<file path="src/include/dual_timer_defs.svh">
// Constants for the dual timer/counter block: register indices,
// field positions, reset values and timing counts.
// Assumes a 32-bit classic Wishbone slave, byte address = 4 * index.
`ifndef DUAL_TIMER_DEFS_SVH
`define DUAL_TIMER_DEFS_SVH

// Register indices
`define IDX_CONTROL    8'h88
`define IDX_MODE       8'h89
`define IDX_TA_LOW     8'h8a
`define IDX_TB_LOW     8'h8b
`define IDX_TA_HIGH    8'h8c
`define IDX_TB_HIGH    8'h8d
`define IDX_IRQ_EN     8'ha8
`define IDX_IRQ_PRIO   8'hb8
`define IDX_EVT_STAT   8'hc0
`define IDX_EVT_MASK   8'hc1

// Reset values
`define RST_CONTROL    8'h00
`define RST_MODE       8'h00
`define RST_COUNT      8'h00
`define RST_IRQ_EN     8'h00
`define RST_IRQ_PRIO   8'h00
`define RST_EVT        2'h0

// Control register fields
`define BIT_RUN0       4
`define BIT_OVF0       5
`define BIT_RUN1       6
`define BIT_OVF1       7
`define CONTROL_MASK   8'hf0

// Mode register: one nibble per timer
`define MODE_TA_LSB    0
`define MODE_TB_LSB    4
`define FLD_CSEL       2
`define FLD_GATE       3

// Enable and priority register fields
`define BIT_GLOBAL_ON  7
`define BIT_TIMER_A    1
`define BIT_TIMER_B    3

// Event status and mask fields
`define EVT_OVF0       0
`define EVT_OVF1       1

// Timing and vectoring
`define TICK_CLKS      12
`define VEC_TIMER_A    8'h0b
`define VEC_TIMER_B    8'h1b
`define NAT_PRIO_A     3'h2
`define NAT_PRIO_B     3'h4

`endif

</file>
<file path="src/include/dual_timer_pkg.sv">
// Types for the dual timer/counter block.
// Assumes dual_timer_defs.svh for all numeric constants.
`default_nettype none
package dual_timer_pkg;

    // Operating mode of one timer
    typedef enum logic [1:0] {
        MODE_PRESCALED = 2'b00,
        MODE_CASCADED  = 2'b01,
        MODE_RELOAD    = 2'b10,
        MODE_SPLIT     = 2'b11
    } timer_mode_e;

    // Whole state of the top module
    typedef struct packed {
        logic [7:0] control;
        logic [7:0] mode;
        logic [7:0] ta_low;
        logic [7:0] ta_high;
        logic [7:0] tb_low;
        logic [7:0] tb_high;
        logic [7:0] irq_en;
        logic [7:0] irq_prio;
        logic [1:0] evt_stat;
        logic [1:0] evt_mask;
        logic       ack;
        logic [7:0] rdata;
        logic       irq;
        logic       req;
        logic [7:0] vector;
        logic       prio;
    } regs_s;

endpackage
`default_nettype wire

</file>
<file path="src/rtl/dual_timer_counter.sv">
// Two 8+8 bit timer/counters with four modes, gating, external
// counting, overflow flags, interrupt forwarding and Wishbone access.
// Assumes a classic Wishbone master on clk_i and a CPU that pulses
// vec_taken_*_i when it branches to a timer's interrupt routine.
//
// Contract
// - Each timer is two separately addressed bytes
// - Mode 0: high byte behind divide-by-32 prescaler
// - Mode 0: flag set on 13-bit rollover
// - Mode 0: upper three low-byte bits ignored
// - Mode 1: bytes cascaded into 16 bits
// - Mode 2: low byte reloads from high byte
// - Mode 3: timer 0 splits, timer 1 holds
// - Mode nibbles: timer 1 high, timer 0 low
// - Gating bit requires gate pin high too
// - Count-select picks pin falling edges
// - Run bits 4 and 6 start timers
// - Overflow sets flag; vector taken clears it
// - Software flag writes act like hardware
// - Forward only with global and timer enable
// - Priority level from priority register bits
// - Vectors 0x0B and 0x1B, natural priorities
// - Timer mode counts every twelve clocks
// - Count pins sampled each clock, falling edge
//
// Local design decision: the Wishbone register port.
`timescale 1ns/1ns
`default_nettype none
`include "dual_timer_defs.svh"

module dual_timer_counter #(
    parameter int TICK_DIV = `TICK_CLKS
) (
    // Clock and reset
    input  wire logic        clk_i,
    input  wire logic        rst_i,
    // Wishbone slave
    input  wire logic [9:0]  adr_i,
    input  wire logic [31:0] dat_i,
    output logic      [31:0] dat_o,
    input  wire logic        we_i,
    input  wire logic [3:0]  sel_i,
    input  wire logic        cyc_i,
    input  wire logic        stb_i,
    output logic             ack_o,
    // Count and gate pins
    input  wire logic        cnt_pin_a_i,
    input  wire logic        cnt_pin_b_i,
    input  wire logic        gating_pin_a_i,
    input  wire logic        gating_pin_b_i,
    // CPU interrupt handshake
    input  wire logic        vec_taken_a_i,
    input  wire logic        vec_taken_b_i,
    output logic             irq_req_o,
    output logic      [7:0]  irq_vector_o,
    output logic             irq_prio_o,
    // Event interrupt
    output logic             irq_o
);
    if (TICK_DIV < 2)
    begin : g_bad_tick
        $error("dual_timer_counter: TICK_DIV must be at least 2");
    end

    dual_timer_pkg::regs_s r_reg, r_next;

    logic tick;
    logic gate_a_lvl;
    logic gate_b_lvl;
    logic fall_a;
    logic fall_b;

    // Timer-mode rate of one count per TICK_DIV clocks
    tick_divider #(
        .DIV    (TICK_DIV)
    ) u_tick (
        .clk_i  (clk_i),
        .rst_i  (rst_i),
        .tick_o (tick)
    );

    // Pins cross into clk_i; count pins sampled every clock
    pin_sync u_cnt_a (
        .clk_i   (clk_i),
        .rst_i   (rst_i),
        .pin_i   (cnt_pin_a_i),
        .level_o (),
        .fall_o  (fall_a)
    );
    pin_sync u_cnt_b (
        .clk_i   (clk_i),
        .rst_i   (rst_i),
        .pin_i   (cnt_pin_b_i),
        .level_o (),
        .fall_o  (fall_b)
    );
    pin_sync u_gate_a (
        .clk_i   (clk_i),
        .rst_i   (rst_i),
        .pin_i   (gating_pin_a_i),
        .level_o (gate_a_lvl),
        .fall_o  ()
    );
    pin_sync u_gate_b (
        .clk_i   (clk_i),
        .rst_i   (rst_i),
        .pin_i   (gating_pin_b_i),
        .level_o (gate_b_lvl),
        .fall_o  ()
    );

    // One 8-bit count step: {carry, value}
    function automatic logic [8:0] inc8(input logic [7:0] v);
        return {1'b0, v} + 9'h001;
    endfunction

    // One count of a whole timer in modes 0..2: {ovf, high, low}
    function automatic logic [16:0] step(
        input dual_timer_pkg::timer_mode_e mode,
        input logic [7:0]                  hi,
        input logic [7:0]                  lo
    );
        logic [16:0] res;
        logic [8:0]  c;
        res = {1'b0, hi, lo};
        c   = 9'h000;
        case (mode)
            dual_timer_pkg::MODE_PRESCALED:
            begin
                // Upper three low bits are left alone
                res[4:0] = lo[4:0] + 5'h01;
                if (lo[4:0] == 5'h1f)
                begin
                    c = inc8(hi);
                    res[15:8] = c[7:0];
                    res[16] = c[8];
                end
            end
            dual_timer_pkg::MODE_CASCADED:
            begin
                c = inc8(lo);
                res[7:0] = c[7:0];
                if (c[8])
                begin
                    c = inc8(hi);
                    res[15:8] = c[7:0];
                    res[16] = c[8];
                end
            end
            dual_timer_pkg::MODE_RELOAD:
            begin
                c = inc8(lo);
                // High byte stays, low reloads from it
                res[7:0] = c[8] ? hi : c[7:0];
                res[16] = c[8];
            end
            default:
            begin
                res = {1'b0, hi, lo};
            end
        endcase
        return res;
    endfunction

    // Decoded controls
    dual_timer_pkg::timer_mode_e mode_a;
    dual_timer_pkg::timer_mode_e mode_b;
    logic        run_a;
    logic        run_b;
    logic        en_a;
    logic        en_b;
    logic        inc_a;
    logic        inc_b;
    logic        inc_split_hi;
    logic        split;
    logic [16:0] step_a;
    logic [16:0] step_b;
    logic [8:0]  split_lo;
    logic [8:0]  split_hi;
    logic        ovf_a;
    logic        ovf_b;

    // Mode nibbles and run bits
    assign mode_a = dual_timer_pkg::timer_mode_e'(
        r_reg.mode[`MODE_TA_LSB +: 2]);
    assign mode_b = dual_timer_pkg::timer_mode_e'(
        r_reg.mode[`MODE_TB_LSB +: 2]);
    assign run_a  = r_reg.control[`BIT_RUN0];
    assign run_b  = r_reg.control[`BIT_RUN1];
    assign split  = (mode_a == dual_timer_pkg::MODE_SPLIT);

    // Gating: gate pin must be high when the gating bit is set
    assign en_a = run_a & (~r_reg.mode[`MODE_TA_LSB + `FLD_GATE]
                           | gate_a_lvl);
    // Run bit of timer 1 belongs to the split high byte
    assign en_b = (run_b | split)
                & (~r_reg.mode[`MODE_TB_LSB + `FLD_GATE] | gate_b_lvl);

    // Count source: pin edge or internal tick
    assign inc_a = en_a & (r_reg.mode[`MODE_TA_LSB + `FLD_CSEL]
                           ? fall_a : tick);
    // Timer 1 in mode 3 holds its count
    assign inc_b = en_b & (mode_b != dual_timer_pkg::MODE_SPLIT)
                 & (r_reg.mode[`MODE_TB_LSB + `FLD_CSEL]
                    ? fall_b : tick);
    // Split high byte is a pure timer under timer 1 run bit
    assign inc_split_hi = split & run_b & tick;

    assign step_a   = step(mode_a, r_reg.ta_high, r_reg.ta_low);
    assign step_b   = step(mode_b, r_reg.tb_high, r_reg.tb_low);
    assign split_lo = inc8(r_reg.ta_low);
    assign split_hi = inc8(r_reg.ta_high);

    // Overflow events; split high byte takes over timer 1 flag
    assign ovf_a = split ? (inc_a & split_lo[8]) : (inc_a & step_a[16]);
    assign ovf_b = split ? (inc_split_hi & split_hi[8])
                         : (inc_b & step_b[16]);

    // Bus decode
    logic       bus_req;
    logic       bus_wr;
    logic [7:0] idx;
    logic [7:0] wdata;
    logic       req_a;
    logic       req_b;
    logic       pick_b;

    // Classic cycle, one wait state, then ack for one clock
    assign bus_req = cyc_i & stb_i & ~r_reg.ack;
    assign bus_wr  = bus_req & we_i & sel_i[0];
    assign idx     = adr_i[9:2];
    assign wdata   = dat_i[7:0];

    // Next state of the whole block
    always_comb
    begin
        r_next = r_reg;

        // Counting first; a bus write in the same cycle wins below
        if (split)
        begin
            if (inc_a)
                r_next.ta_low = split_lo[7:0];
            if (inc_split_hi)
                r_next.ta_high = split_hi[7:0];
        end
        else if (inc_a)
        begin
            r_next.ta_high = step_a[15:8];
            r_next.ta_low  = step_a[7:0];
        end
        if (inc_b)
        begin
            r_next.tb_high = step_b[15:8];
            r_next.tb_low  = step_b[7:0];
        end

        // Register writes; each timer byte on its own index
        if (bus_wr)
        begin
            case (idx)
                `IDX_CONTROL:
                    // Flag writes behave like hardware ones
                    r_next.control = wdata & `CONTROL_MASK;
                `IDX_MODE:     r_next.mode     = wdata;
                `IDX_TA_LOW:   r_next.ta_low   = wdata;
                `IDX_TA_HIGH:  r_next.ta_high  = wdata;
                `IDX_TB_LOW:   r_next.tb_low   = wdata;
                `IDX_TB_HIGH:  r_next.tb_high  = wdata;
                `IDX_IRQ_EN:   r_next.irq_en   = wdata;
                `IDX_IRQ_PRIO: r_next.irq_prio = wdata;
                `IDX_EVT_STAT:
                    r_next.evt_stat = r_reg.evt_stat & ~wdata[1:0];
                `IDX_EVT_MASK: r_next.evt_mask = wdata[1:0];
                default:       r_next.mode     = r_reg.mode;
            endcase
        end

        // Branch to the routine clears the flag
        if (vec_taken_a_i)
            r_next.control[`BIT_OVF0] = 1'b0;
        if (vec_taken_b_i)
            r_next.control[`BIT_OVF1] = 1'b0;

        // Overflow sets the flag; a set beats any clear
        if (ovf_a)
            r_next.control[`BIT_OVF0] = 1'b1;
        if (ovf_b)
            r_next.control[`BIT_OVF1] = 1'b1;

        // Sticky event bits, set wins over write-one-clear
        if (ovf_a)
            r_next.evt_stat[`EVT_OVF0] = 1'b1;
        if (ovf_b)
            r_next.evt_stat[`EVT_OVF1] = 1'b1;
        r_next.irq = |(r_next.evt_stat & r_next.evt_mask);

        // Read answer, registered with the ack
        r_next.ack   = bus_req;
        r_next.rdata = 8'h00;
        if (bus_req & ~we_i)
        begin
            case (idx)
                `IDX_CONTROL:  r_next.rdata = r_reg.control;
                `IDX_MODE:     r_next.rdata = r_reg.mode;
                `IDX_TA_LOW:   r_next.rdata = r_reg.ta_low;
                `IDX_TA_HIGH:  r_next.rdata = r_reg.ta_high;
                `IDX_TB_LOW:   r_next.rdata = r_reg.tb_low;
                `IDX_TB_HIGH:  r_next.rdata = r_reg.tb_high;
                `IDX_IRQ_EN:   r_next.rdata = r_reg.irq_en;
                `IDX_IRQ_PRIO: r_next.rdata = r_reg.irq_prio;
                `IDX_EVT_STAT: r_next.rdata = {6'h00, r_reg.evt_stat};
                `IDX_EVT_MASK: r_next.rdata = {6'h00, r_reg.evt_mask};
                default:       r_next.rdata = 8'h00;
            endcase
        end

        // Forward only with global and timer enables
        req_a = r_next.control[`BIT_OVF0]
              & r_next.irq_en[`BIT_TIMER_A]
              & r_next.irq_en[`BIT_GLOBAL_ON];
        req_b = r_next.control[`BIT_OVF1]
              & r_next.irq_en[`BIT_TIMER_B]
              & r_next.irq_en[`BIT_GLOBAL_ON];

        // Higher level first, then lower natural number
        if (req_a & req_b)
        begin
            if (r_next.irq_prio[`BIT_TIMER_A]
                != r_next.irq_prio[`BIT_TIMER_B])
                pick_b = r_next.irq_prio[`BIT_TIMER_B];
            else
                pick_b = (`NAT_PRIO_B < `NAT_PRIO_A);
        end
        else
        begin
            pick_b = req_b;
        end

        r_next.req    = req_a | req_b;
        r_next.vector = 8'h00;
        r_next.prio   = 1'b0;
        if (r_next.req)
        begin
            // Vector addresses of the two routines
            r_next.vector = pick_b ? `VEC_TIMER_B : `VEC_TIMER_A;
            r_next.prio   = pick_b ? r_next.irq_prio[`BIT_TIMER_B]
                                   : r_next.irq_prio[`BIT_TIMER_A];
        end
    end

    // State register; count bytes start at zero as a safe choice
    always_ff @(posedge clk_i)
    begin
        if (rst_i)
        begin
            r_reg <= '{
                control:  `RST_CONTROL,
                mode:     `RST_MODE,
                ta_low:   `RST_COUNT,
                ta_high:  `RST_COUNT,
                tb_low:   `RST_COUNT,
                tb_high:  `RST_COUNT,
                irq_en:   `RST_IRQ_EN,
                irq_prio: `RST_IRQ_PRIO,
                evt_stat: `RST_EVT,
                evt_mask: `RST_EVT,
                ack:      1'b0,
                rdata:    8'h00,
                irq:      1'b0,
                req:      1'b0,
                vector:   8'h00,
                prio:     1'b0
            };
        end
        else
        begin
            r_reg <= r_next;
        end
    end

    // Outputs straight from the state register
    assign dat_o        = {24'h000000, r_reg.rdata};
    assign ack_o        = r_reg.ack;
    assign irq_o        = r_reg.irq;
    assign irq_req_o    = r_reg.req;
    assign irq_vector_o = r_reg.vector;
    assign irq_prio_o   = r_reg.prio;
endmodule
`default_nettype wire

</file>
<file path="src/rtl/pin_sync.sv">
// Two-stage synchroniser for a pin, with a falling edge pulse.
// Assumes the pin is asynchronous to clk_i.
`timescale 1ns/1ns
`default_nettype none

module pin_sync (
    // Clock and reset
    input  wire logic clk_i,
    input  wire logic rst_i,
    // Pin and results
    input  wire logic pin_i,
    output logic      level_o,
    output logic      fall_o
);
    struct packed {
        logic meta;
        logic sync;
        logic prev;
    } st_reg, st_next;

    // First stage feeds only the second one
    always_comb
    begin
        st_next      = st_reg;
        st_next.meta = pin_i;
        st_next.sync = st_reg.meta;
        st_next.prev = st_reg.sync;
    end

    always_ff @(posedge clk_i)
    begin
        if (rst_i)
            st_reg <= '0;
        else
            st_reg <= st_next;
    end

    assign level_o = st_reg.sync;
    assign fall_o  = st_reg.prev & ~st_reg.sync;
endmodule
`default_nettype wire

</file>
<file path="src/rtl/tick_divider.sv">
// Divider making a one-cycle enable pulse every DIV clocks.
// Assumes a single clock domain with synchronous reset.
`timescale 1ns/1ns
`default_nettype none
`include "dual_timer_defs.svh"

module tick_divider #(
    parameter int DIV = `TICK_CLKS
) (
    // Clock and reset
    input  wire logic clk_i,
    input  wire logic rst_i,
    // Enable pulse
    output logic      tick_o
);
    localparam int W = $clog2(DIV + 1);

    // A divider below two cannot produce a separate pulse
    if (DIV < 2)
    begin : g_bad_div
        $error("tick_divider: DIV must be at least 2");
    end

    struct packed {
        logic [W-1:0] cnt;
        logic         tick;
    } st_reg, st_next;

    // Count down, pulse on the wrap
    always_comb
    begin
        st_next = st_reg;
        st_next.tick = 1'b0;
        if (st_reg.cnt == '0)
        begin
            st_next.cnt  = W'(DIV - 1);
            st_next.tick = 1'b1;
        end
        else
        begin
            st_next.cnt = st_reg.cnt - W'(1);
        end
    end

    always_ff @(posedge clk_i)
    begin
        if (rst_i)
            st_reg <= '0;
        else
            st_reg <= st_next;
    end

    assign tick_o = st_reg.tick;
endmodule
`default_nettype wire

</file>
<file path="config.mk">
export PLATFORM = sky130hd
export DESIGN_NAME = dual_timer_counter
export DESIGN_NICKNAME = d
export VERILOG_FILES = /design/src/include/dual_timer_pkg.sv /design/src/rtl/dual_timer_counter.sv /design/src/rtl/pin_sync.sv /design/src/rtl/tick_divider.sv
export VERILOG_INCLUDE_DIRS = /design/src /design/src/include
export SDC_FILE = /design/constraint.sdc
export NUM_CORES = 1
export LEC_CHECK = 0
export BUFFER_PORTS_ARGS = -buffer_cell sky130_fd_sc_hd__buf_4
export CAP_MARGIN = 40
export CORE_ASPECT_RATIO = 1.4
export CORE_MARGIN = 4
export CORE_UTILIZATION = 50
export DETAILED_ROUTE_END_ITERATION = 10
export PLACE_DENSITY_LB_ADDON = 0.25
export SETUP_SLACK_MARGIN = 0.5
export SLEW_MARGIN = 0
export SYNTH_ARGS = -nofsm -noshare
export SYNTH_HDL_FRONTEND = slang
export SYNTH_SLANG_ARGS = --single-unit
</file>
<file path="constraint.sdc">
create_clock -name clk_i -period 5.7 [get_ports clk_i]
set_input_delay 1.14 -clock clk_i [delete_from_list [all_inputs] [get_ports clk_i]]
set_output_delay 1.14 -clock clk_i [all_outputs]
set_load 0.05 [all_outputs]
</file>
== Yosys cells after proc, flatten, opt, wreduce, memory -nomap -nowiden ==
Cells that the tools add are included.
Operators by class
  add/sub/neg operators: 7
  equal/unequal tests: 19
  mux-type cells: 47
  bitwise gates (word level): 38
  reductions and logical operators: 11
Operators by type and width (count)
  $mux W8: 12
  $eq A8 B8 Y1 const B: 10
  $pmux W8 S10: 1
  $mux W68: 1
  $mux W16: 3
  $add A8 B1 Y9 const B: 4
  $mux W9: 4
  $pmux W8 S2: 2
  $pmux W5 S3: 2
  $and A1 B1 Y1: 23
  $mux W1: 14
  $pmux W3 S2: 2
  $add A5 B1 Y5 const B: 2
  $eq A5 B5 Y1 const B: 2
  $not A1 Y1: 8
  $reduce_and A2 Y1: 4
  $reduce_or A2 Y1: 4
  $eq A2 B2 Y1 const B: 3
  $pmux W1 S3: 2
  $mux W5: 1
  $and A2 B2 Y2: 2
  $eq A2 B1 Y1 const B: 2
  $logic_not A2 Y1: 2
  $logic_not A4 Y1: 1
  other kinds (7): 11
Word-level totals
  bits in registers: 99
  input bits: 57
  output and inout port bits: 44

== Depth between registers and ports, before layout ==
Gate-level depths: netlist of the first run.
  depth in word-level cells: 15
  mapped depth: 10

== Hierarchy ==
A second synthesis of the first run with hierarchy kept.
Second synthesis, totals
  cell total of the unflattened synthesis: 780
  area total of the unflattened synthesis: 6075.8 µm²
By module, submodules not included
  dual_timer_counter: instances 1, cells an instance 731, area an instance 5540.3 µm²
  pin_sync: instances 4, cells an instance 7, area an instance 87.6 µm²
  tick_divider: instances 1, cells an instance 21, area an instance 185.2 µm²

== Worst setup path before layout of the first run ==
Ideal clock, no wire load.
  kind: input port to flip-flop
  start: input adr_i[7]
  end: register r_reg, in the netlist irq_prio_o
  data arrival time: 2870 ps
  required time: 5573 ps
  path slack: 2703 ps
  cell stages on the path: 8
  path buffers: 2
  path through: buf_2 -> or4b_4 -> buf_6 -> nor4b_4 -> mux2i_1 -> nor2_2 -> o221ai_2 -> o22ai_1
Between the ends
  word-level cells in the longest chain between the ends: 10
  elaborated cells between the ends (all ways): 23
Ends and longest elaborated chain
  start: declaration: line dual_timer_counter.sv:38  | input wire logic [9:0] adr_i,
  $eq A8 B8 Y1: line dual_timer_counter.sv:261  | case (idx)
  $mux W8: line dual_timer_counter.sv:261
  $mux W68 (*): line dual_timer_counter.sv:259  | if (bus_wr)
  $mux W1 (on tied branches): line dual_timer_counter.sv:280, dual_timer_counter.sv:282
  $mux W1 (on tied branches): line dual_timer_counter.sv:286, dual_timer_counter.sv:288
  $and A1 B1 Y1 (on tied branches) (2 in a row): line dual_timer_counter.sv:319, dual_timer_counter.sv:322
  $and A1 B1 Y1 / $or A1 B1 Y1 (equally long branches): line dual_timer_counter.sv:327, dual_timer_counter.sv:340
  $mux W1 / $not A1 Y1 (equally long branches)
  $mux W1 / $reduce_or A2 Y1 (equally long branches)
  end signal: assignment: line dual_timer_counter.sv:357  | r_reg <= '{
  end signal: assignment: line dual_timer_counter.sv:378  | r_reg <= r_next;
  end: declaration: line dual_timer_counter.sv:65  | dual_timer_pkg::regs_s r_reg, r_next;
Every way passes the cells marked *; elsewhere a longest branch is shown, timed or not.
A chain may end at the register's enable or synchronous reset.

== Worst setup path in the final report of the first run ==
  start: input adr_i[2]
  end: register r_reg, in the netlist irq_vector_o[4]
Between the ends
  word-level cells in the longest chain between the ends: 10
  elaborated cells between the ends (all ways): 23
Ends and longest elaborated chain (line)
  $eq A8 B8 Y1: dual_timer_counter.sv:261
  $mux W8: dual_timer_counter.sv:261
  $mux W68 (*): dual_timer_counter.sv:259
  $mux W1 (on tied branches): dual_timer_counter.sv:280, dual_timer_counter.sv:282
  $mux W1 (on tied branches): dual_timer_counter.sv:286, dual_timer_counter.sv:288
  $and A1 B1 Y1 (on tied branches) (2 in a row): dual_timer_counter.sv:319, dual_timer_counter.sv:322
  $and A1 B1 Y1 / $or A1 B1 Y1 (equally long branches): dual_timer_counter.sv:327, dual_timer_counter.sv:340
  $mux W1 / $not A1 Y1 (equally long branches)
  $mux W5 (no source line) / $reduce_or A2 Y1 (equally long branches)
Marks and branches as above.

==> results of run 1 <==
==> cell type report <==
class / instances / area (um^2)
Clock buffer: 11 / 252.7
Clock inverter: 5 / 40.04
Fill cell: 1056 / 4896
Inverter: 16 / 60.06
Multi-Input combinational cell: 508 / 3327
Sequential cell: 93 / 1862
Tap cell: 141 / 176.4
Timing Repair Buffer: 49 / 365.4
==> cells in the mapped netlist, types with 4 or more instances <==
cell type and instances:
o31ai_1 4, buf_4 40, a32oi_1 5, and4_1 4, mux2i_1 31, nor2_1 73
nor3_1 11, dfxtp_1 93, buf_2 7, o21ai_0 21, o211ai_1 4, and3_1 21
inv_1 16, a21o_1 6, a21oi_1 35, o22ai_1 4, a2111oi_0 6, a311oi_1 8
and2_1 4, or3b_2 4, nand4_1 6, nand2_1 49, ha_1 16, nand2b_1 4
mux2_2 13, nor2b_1 18, or3_1 7, a211oi_1 7, a31oi_1 12, nand3_1 20
xnor2_1 4, a221oi_1 11, clkbuf_1 35
==> worst max-delay path, cell delays in order <==
cell and delay (ns):
buf_4 0.21, nor4b_2 0.52, and4b_1 0.61, nand2_1 0.45, and3_1 0.36, or2_2 0.30, a31oi_1 0.18
==> kinds of logic after synthesis <==
logic type                 after synthesis  synth area share, %
xor gates and xnor gates                 6               0.9298
other                                    1              0.06635
and+or+nand+nor                        244                22.40
DFF                                     93                32.94
AOI/OAI and AO/OA                      170                22.03
adders and majority gates               16                3.542
buffers and inverters                  104                10.01
muxes                                   44                8.081
==> power by group through the flow <==
stage | sequential (W) | combinational [W] | clock, W
final | 0.000685 | 0.000159 | 0.000582
after global routing | 0.000688 | 0.000176 | 0.000626
after CTS | 0.000685 | 0.000157 | 0.000594
after detailed placement | 0.000700 | 0.000157 | 0
after global placement | 0.000697 | 0.000151 | 0
after floorplan | 0.000695 | 0.000134 | 0
==> per-layer routing <==
metal	up-vias	routed length, um
met5	-	0
met4	0	576
met3	43	936
met2	207	8310
met1	2474	6405
li1	2427	-
==> layout by cell type, fill, tap and decap left out, drive strengths merged, types with 20 or more instances in the layout <==
cell and count:
a21oi 35, and3 21, buf 49, conb 28, dfxtp 93, mux2i 31, nand2 49, nand3 20
nor2 74, o21ai 21
==> final timing paths <==
check | startpoint | to | slack (ns) | cells past startpoint
max reg2reg | ack_o | irq_vector_o[4] | 3.14 | 6
min reg2reg | u_gate_a.st_next[1] | u_gate_a.level_o | 0.44 | 1
min | u_gate_a.st_next[1] | u_gate_a.level_o | 0.44 | 1
max | adr_i[2] | irq_vector_o[4] | 2.19 | 7
==> through the flow <==
step,area (um^2),utilization (%),worst slack (ns)
after global routing,6083,55.41,2.028
final,6083,55.41,2.185
after floorplan,5753,-,2.703
after CTS,6083,55.41,2.222
after global placement,5786,52.70,1.896
after detailed placement,5791,52.74,1.896
==> results.toml, run 1 <==
[routing]
routed_via_density = 6.259
drc = 0
dr.pass1.iters = 5
route.detailed.wl_per_inst_um = 19.72
drtIter0Drc = 532
finalWirelength_mm = 16.23
postRouteAntennaNets = 0
num_vias = 5151

[global_routing]
grt_start_max_net_pins = 76
grt.total_usage_pct = 24.53
use_met1_pct = 29.54
gr-usage-met2_pct = 42.88
use_met3_pct = 3.954
grt_first_pass_wirelength_mm = 25.80
gr-total-overflow = 0
grt_pass1_vias = 4886
top_usage_layer = "met2"
grt_antenna_before_repair = 0

[timing]
maxSlewViolCount = 0
max_slew_margin_pct = 43.74
max_freq_mhz = 284.5
fin_tns_setup_ns = 0
min_period_ns = 3.515
fin_skew_ns = 0.008115
tightest_slew_ns = 0.8226
fin_hold_ws_ns = 0.4388
fin_crit_sh_pct = 61.66
grt_setup_unrepaired = "false"
setup_viol = 0
finalHoldViolations = 0

[clock_network]
clock_path_buffers = 2
clk_pin_slew_ns = 0.06
clkLatencyLatePin_ns = 0.34
postCtsSetupBuffers = 0
postCtsResizedCells = 0
clkSinkCount = 93
cts_hold_buf = 0
root_buffer = "clkbuf_16"
cts_buffers = 9
cts_tree = "yes"
htreeDepth = 3

[yosys]
syn_area_um2 = 5652
synth_ff_type = "dfxtp_1"
syn-instance-count = 678
yosysTopAreaCell = "dfxtp_1"
synth_area_leaders = "dfxtp_1 (33%), mux2i_1 (5.5%), buf_4 (5.3%)"
synth-edff-count = 0
ys_seq_area_share_pct = 32.94
ys_ff_latch = 93
avgSynthCellArea_um2 = 8.336
synth_cell_type_count = 81
yosysWarnings = 0
synth-async-reset-ratio_pct = 0
netlist.area_leader.share_pct = 32.94

[floorplan]
die_x_um = 97.86
ioPinCount = 101
die_h_um = 133.8
rows = 45
core_um2 = 10980
die-area_um2 = 13090
start_util_pct = 51.48

[placement]
portBuffers = 43
gp_congestion = 0.9166
dp_hpwl_mm = 11.74
dpl.cell_count = 807

[critical_path]
worstPathMaxFanout = 28
critPathArrivalTime_ns = 3.78
endpoint_kind = "flip-flop"
worstSetupPathType = "input port to flip-flop"
critPathRequiredTime_ns = 5.96
startpoint_type = "input port"

[job]
maxCapViolations = 0

[cells_and_area]
fin_cells = 823
drive_gt1_share_pct = 14.22
largest_reg_flops = 60
num_antenna_cells = 0
area_growth_pct = 7.638
nets = 750

[pwr]
power_leakage_nw = 2.271
seqPwrFrac_pct = 48.0
power_w = 0.001426
pwr-share-comb_pct = 11.1
p_switching_w = 0.0003853
clkPwrFrac_pct = 40.8
p_per_area_nw_per_um2 = 234.4
p_int_w = 0.001041
peakVddDrop_uv = 283.2
switching_share_pct = 27.02

[status]
status = "completed"

[worst_hold_path]
min_path_type = "flip-flop to flip-flop"
No activity file was read; power rests on OpenSTA's default activity.
==> run 2, diff against run 1 <==
==> constraint.sdc (replaced) <==
create_clock -name clk_i -period 3.45 [get_ports clk_i]
set_input_delay 0.69 -clock clk_i [delete_from_list [all_inputs] [get_ports clk_i]]
set_output_delay 0.69 -clock clk_i [all_outputs]
set_load 0.05 [all_outputs]
==> run 2 against run 1 <==
Setup slack got worse by 1.4 ns. Via count is essentially flat. Sequential power is 65% higher. Die area unchanged. Critical path depth is 1 lower. Total power up 65%. Utilization increased by 0.41 points. Design area up 0.74%. Global-route usage decreased by 0.23 points. Routed wire length decreased by 0.41%. First-iteration DRC count decreased by 27%. Sequential cell count is the same.
==> results.toml, run 2 (synthesis results as in run 1) <==
[status]
status = "completed"

[clock_network]
postCtsSetupBuffers = 0
clkSinkCount = 93
clk_pin_slew_ns = 0.07
cts_tree = "yes"
root_buffer = "clkbuf_16"
clock_path_buffers = 2
htreeDepth = 3
postCtsResizedCells = 0
cts_buffers = 9
clkLatencyLatePin_ns = 0.34
cts_hold_buf = 0

[floorplan]
die-area_um2 = 13090
rows = 45
die_h_um = 133.8
core_um2 = 10980
start_util_pct = 51.48
ioPinCount = 101
die_x_um = 97.86

[global_routing]
grt_first_pass_wirelength_mm = 25.46
gr-total-overflow = 0
grt.total_usage_pct = 24.30
grt_start_max_net_pins = 49
grt_antenna_before_repair = 0
grt_pass1_vias = 4954

[cells_and_area]
final_area_um2 = 6128
final_cell_mix = "dfxtp_1 (93), nor2_1 (73), buf_4 (56)"
largest_reg_flops = 60
drive_gt1_share_pct = 14.95
area_growth_pct = 8.435
layout_commonest_cell = "dfxtp_1"
nets = 757
num_antenna_cells = 0

[routing]
routed_via_density = 6.200
postRouteAntennaNets = 0
drtIter0Drc = 391
num_vias = 5146
route.detailed.wl_per_inst_um = 19.47
drc = 0
finalWirelength_mm = 16.16
dr.pass1.iters = 7

[timing]
grt_setup_unrepaired = "false"
max_slew_margin_pct = 32.20
max_freq_mhz = 380.3
fin_crit_sh_pct = 76.22
fin_tns_setup_ns = 0
tightest_slew_ns = 1.003
setup_viol = 0
maxSlewViolCount = 0
min_period_ns = 2.629
finalHoldViolations = 0
fin_skew_ns = 0.005862

[placement]
portBuffers = 43
post_dp_cell_area_um2 = 5846
dp_hpwl_mm = 11.78
gp_congestion = 0.9380

[pwr]
p_per_area_nw_per_um2 = 384.7
peakVddDrop_uv = 360.7
power_leakage_nw = 2.304

[critical_path]
path_buf_inv = 1
critPathRequiredTime_ns = 3.68
critPathArrivalTime_ns = 2.86
worstPathMaxFanout = 28
max_stage_delay_ns = 0.61
cp_cell_sequence = "buf_4 > nor4b_2 > and4b_1 > and3_1 > mux2i_1 > o22ai_1"
crit_family = "simple AND/OR/NAND/NOR gates"
endpoint_kind = "flip-flop"
worstSetupPathType = "input port to flip-flop"
crit_slowest_cell = "and3_1"
startpoint_type = "input port"

[job]
maxCapViolations = 0

[worst_hold_path]
min_path_type = "flip-flop to flip-flop"
-- run 2: final timing paths --
| kind | startpoint | end | slack, ns | depth (start not counted) |
|---|---|---|---|---|
| setup / recovery | adr_i[2] | irq_prio_o | 0.82 | 6 |
| hold / removal | u_gate_b.st_next[1] | u_gate_b.level_o | 0.44 | 1 |
| setup reg to reg | r_reg[64] | r_reg[59] | 0.86 | 8 |
| hold reg to reg | u_gate_b.st_next[1] | u_gate_b.level_o | 0.44 | 1 |
-- run 2: metal layers --
metal / GRT usage, % / vias to the layer above / wire length (um)
met4: 10.62 / 0 / 456
met2: 43.64 / 194 / 8400
met5: 0 / - / 0
met3: 3.330 / 29 / 814
met1: 28.59 / 2484 / 6490
li1: - / 2439 / -
-- run 2: layout make-up --
class                   count  area, um^2
clock buffers              10       229.0
fillers                  1056        4851
clock inverters             6       53.80
well taps                 141       176.4
flip-flops and latches     93        1862
repair buffers             56       420.4
inverters                  16       60.06
multi-input cells         508        3327
-- run 2: stage by stage --
| stage | hold WS (ns) | total power (W) | utilization [%] | cells | setup slack [ns] |
|---|---|---|---|---|---|
| 3_3_place_gp | 0.4276 | 0.001405 | 53.24 | 814 | 0.4912 |
| 3_5_place_dp | 0.4265 | 0.001418 | 53.24 | 814 | 0.4732 |
| 2_1_floorplan | 0.4138 | 0.001369 | - | 705 | 0.9033 |
| 4_1_cts | 0.4424 | 0.002366 | 55.82 | 830 | 0.8404 |
| 5_1_grt | 0.4636 | 0.002438 | 55.82 | 830 | 0.6467 |
| 6_report | 0.4396 | 0.002358 | 55.82 | 830 | 0.8205 |
-- run 2: power breakdown --
part	switching (W)	leakage, nW	internal, W
Sequential	0.0000251	0.752	0.00111
Combinational	0.000183	1.42	0.0000811
Clock	0.000458	0.136	0.000504
==> run 3, diff against run 2 <==
--- a/config.mk
+++ b/config.mk
@@ -6,6 +6,7 @@
 export SDC_FILE = /design/constraint.sdc
 export NUM_CORES = 1
 export LEC_CHECK = 0
+export ABC_AREA = 1
 export BUFFER_PORTS_ARGS = -buffer_cell sky130_fd_sc_hd__buf_4
 export CAP_MARGIN = 40
 export CORE_ASPECT_RATIO = 1.4
==> constraint.sdc (replaced) <==
create_clock -name clk_i -period 2.6 [get_ports clk_i]
set_input_delay 0.52 -clock clk_i [delete_from_list [all_inputs] [get_ports clk_i]]
set_output_delay 0.52 -clock clk_i [all_outputs]
set_load 0.05 [all_outputs]
==> run 3 against run 2 <==
Synthesized area grew 3.0%. Sequential power increased by 31%. Design area rose by 5.7%. Clock power is 40% higher. Clock-buffer cell count shrank 1. Final cell count up 23%. Clock skew is 0.0085 ns higher. Critical path type is now flip-flop to flip-flop.
==> results.toml, run 3 <==
[worst_hold_path]
min_path_type = "input port to flip-flop"
hold_depth = 3
worstHoldEndpoint = "u_gate_b.st_next[1]"
min-delay-start = "gating_pin_b_i"

[clock_network]
cts_hold_buf = 0
clkLatencyLatePin_ns = 0.36
cts_tree = "yes"
cts_buffers = 9
clkSinkCount = 93
clock_path_buffers = 2
htreeDepth = 3
clk_pin_slew_ns = 0.07
root_buffer = "clkbuf_16"

[yosys]
synth-async-reset-ratio_pct = 0
syn-instance-count = 838
ys_seq_area_share_pct = 31.98
ys_ff_latch = 93
synthTopCellsByCount = "nand2_1 (115), inv_1 (108), a21oi_1 (97)"
avgSynthCellArea_um2 = 6.947
yosysMostFrequentCell = "nand2_1"
syn_area_um2 = 5822
synth_cell_type_count = 51
yosysTopAreaCell = "dfxtp_1"
yosysWarnings = 0
synth_area_leaders = "dfxtp_1 (32%), a21oi_1 (8.3%), o21ai_0 (7.7%)"
synth_ff_type = "dfxtp_1"
synth-edff-count = 0
netlist.area_leader.share_pct = 31.98

[routing]
postRouteAntennaNets = 0
dr.pass1.iters = 5
drc = 0
routed_via_density = 5.456
finalWirelength_mm = 16.56
route.detailed.wl_per_inst_um = 16.23
num_vias = 5565
drtIter0Drc = 438

[global_routing]
grt_antenna_before_repair = 0
grt_first_pass_wirelength_mm = 25.83
grt.total_usage_pct = 24.60
gr-total-overflow = 0
grt_pass1_vias = 5139
grt_start_max_net_pins = 56

[placement]
portBuffers = 43
dp_slack_ns = 0.3993
dp_hpwl_mm = 12.54
gp_congestion = 0.9475

[critical_path]
startpoint_type = "flip-flop"
cp_cell_sequence = "ha_2 > nor2_1 > a21oi_2 > nand3_2 > clkinv_1 > nand2_1 > inv_1 > o21ai_0 > a21oi_1"
max_stage_delay_ns = 0.35
r2r_start = "mode_a[0]"
crit_slowest_cell = "dfxtp_1"
reg2reg_slack_ns = 0.66
worstPathMaxFanout = 9
path_buf_inv = 2
worstSetupPathType = "flip-flop to flip-flop"
crit_family = "simple AND/OR/NAND/NOR gates"
r2r-end = "r_reg[40]"
ff2ff_path_depth = 9
critPathRequiredTime_ns = 2.83
crit_start = "mode_a[0]"
critPathArrivalTime_ns = 2.17
endpoint_kind = "flip-flop"

[timing]
max_slew_margin_pct = 65.59
maxSlewViolCount = 0
fin_tns_setup_ns = 0
fin_crit_sh_pct = 74.60
grt_setup_unrepaired = "true"
min_period_ns = 1.940
max_freq_mhz = 515.6
fin_hold_ws_ns = 0.3633
tightest_slew_ns = 0.5162
fin_skew_ns = 0.01435
final.setup.worst_slack_ns = 0.6604
setup_viol = 0
finalHoldViolations = 0

[cells_and_area]
largest_reg_flops = 60
num_antenna_cells = 0
final_cell_mix = "nand2_1 (114), inv_1 (107), a21oi_1 (97)"
drive_gt1_share_pct = 17.12
n_fill_cell = 1136
area_growth_pct = 11.22
layout_commonest_cell = "nand2_1"
nets = 945
final_util_pct = 57.11

[floorplan]
die_h_um = 135.7
start_util_pct = 51.35
core_um2 = 11340
rows = 46
ioPinCount = 101
die_x_um = 99.20
die-area_um2 = 13460

[pwr]
peakVddDrop_uv = 479.5
p_int_w = 0.002297
clkPwrFrac_pct = 42.8
p_switching_w = 0.0008626
seqPwrFrac_pct = 46.7
power_w = 0.003160
pwr-share-comb_pct = 10.5
p_per_area_nw_per_um2 = 488.0
switching_share_pct = 27.30
power_leakage_nw = 2.573

[job]
maxCapViolations = 0

[status]
status = "completed"
[run 3: kinds of logic after synthesis]
group	Yosys count	share of synthesized area, %
AO/OA/AOI/OAI	238	22.52
AND/OR/NAND/NOR	299	25.75
flip-flops	93	31.98
adder cells (fa/ha/maj)	16	3.439
buffers and inverters	181	14.74
other	1	0.06441
XOR/XNOR	10	1.505
[run 3: per-stage QoR]
stage | instance area [um^2] | cells
global placement | 6101 | 1004
finish | 6475 | 1020
floorplan | 5923 | 865
global route | 6475 | 1020
detailed placement | 6101 | 1004
CTS | 6399 | 1019
[run 3: how the worst max path moves through the flow]
stage,to,depth (start not counted)
finish,r_reg[40],9
global route,irq_prio_o,14
CTS,irq_prio_o,12
detailed placement,dat_o[7],10
global placement,dat_o[7],10
floorplan,irq_prio_o,11
[run 3: final cells by class]
class	count	area (um^2)	area share (%)
clock buffer	9	225.2	3.478
clock inverter	6	72.57	1.121
inverter	124	465.4	7.188
multi-input combinational	591	3258	50.32
sequential	93	1876	28.97
tap	144	180.2	2.783
timing repair buffer	53	397.9	6.145
[run 3: worst register-to-register path, stage by stage, from the launching register on]
cell and delay [ns]:
dfxtp_1 0.35, ha_2 0.24, nor2_1 0.14, a21oi_2 0.05
nand3_2 0.19, clkinv_1 0.31, nand2_1 0.21, inv_1 0.10
o21ai_0 0.15, a21oi_1 0.07
[run 3: metal layers]
metal  vias to the layer above  wire [um]  global-route usage [%]
li1                       2785          -                       -
met1                      2526       6630                   29.26
met2                       195       7983                   40.66
met3                        59        954                   4.122
met4                         0        987                   15.95
met5                         -          0                       0
[run 3: repair_timing]
action	CTS	global route
setup buffers	0	1
resized for setup	0	23
setup endpoints to repair	0	23
[run 3: power by group through the flow]
stage / sequential, W / clock [W] / combinational, W
global route: 0.00148 / 0.00142 / 0.000366
finish: 0.00148 / 0.00135 / 0.000331
global placement: 0.00151 / 0 / 0.000326
CTS: 0.00148 / 0.00136 / 0.000329
floorplan: 0.00151 / 0 / 0.000273
detailed placement: 0.00151 / 0 / 0.000329
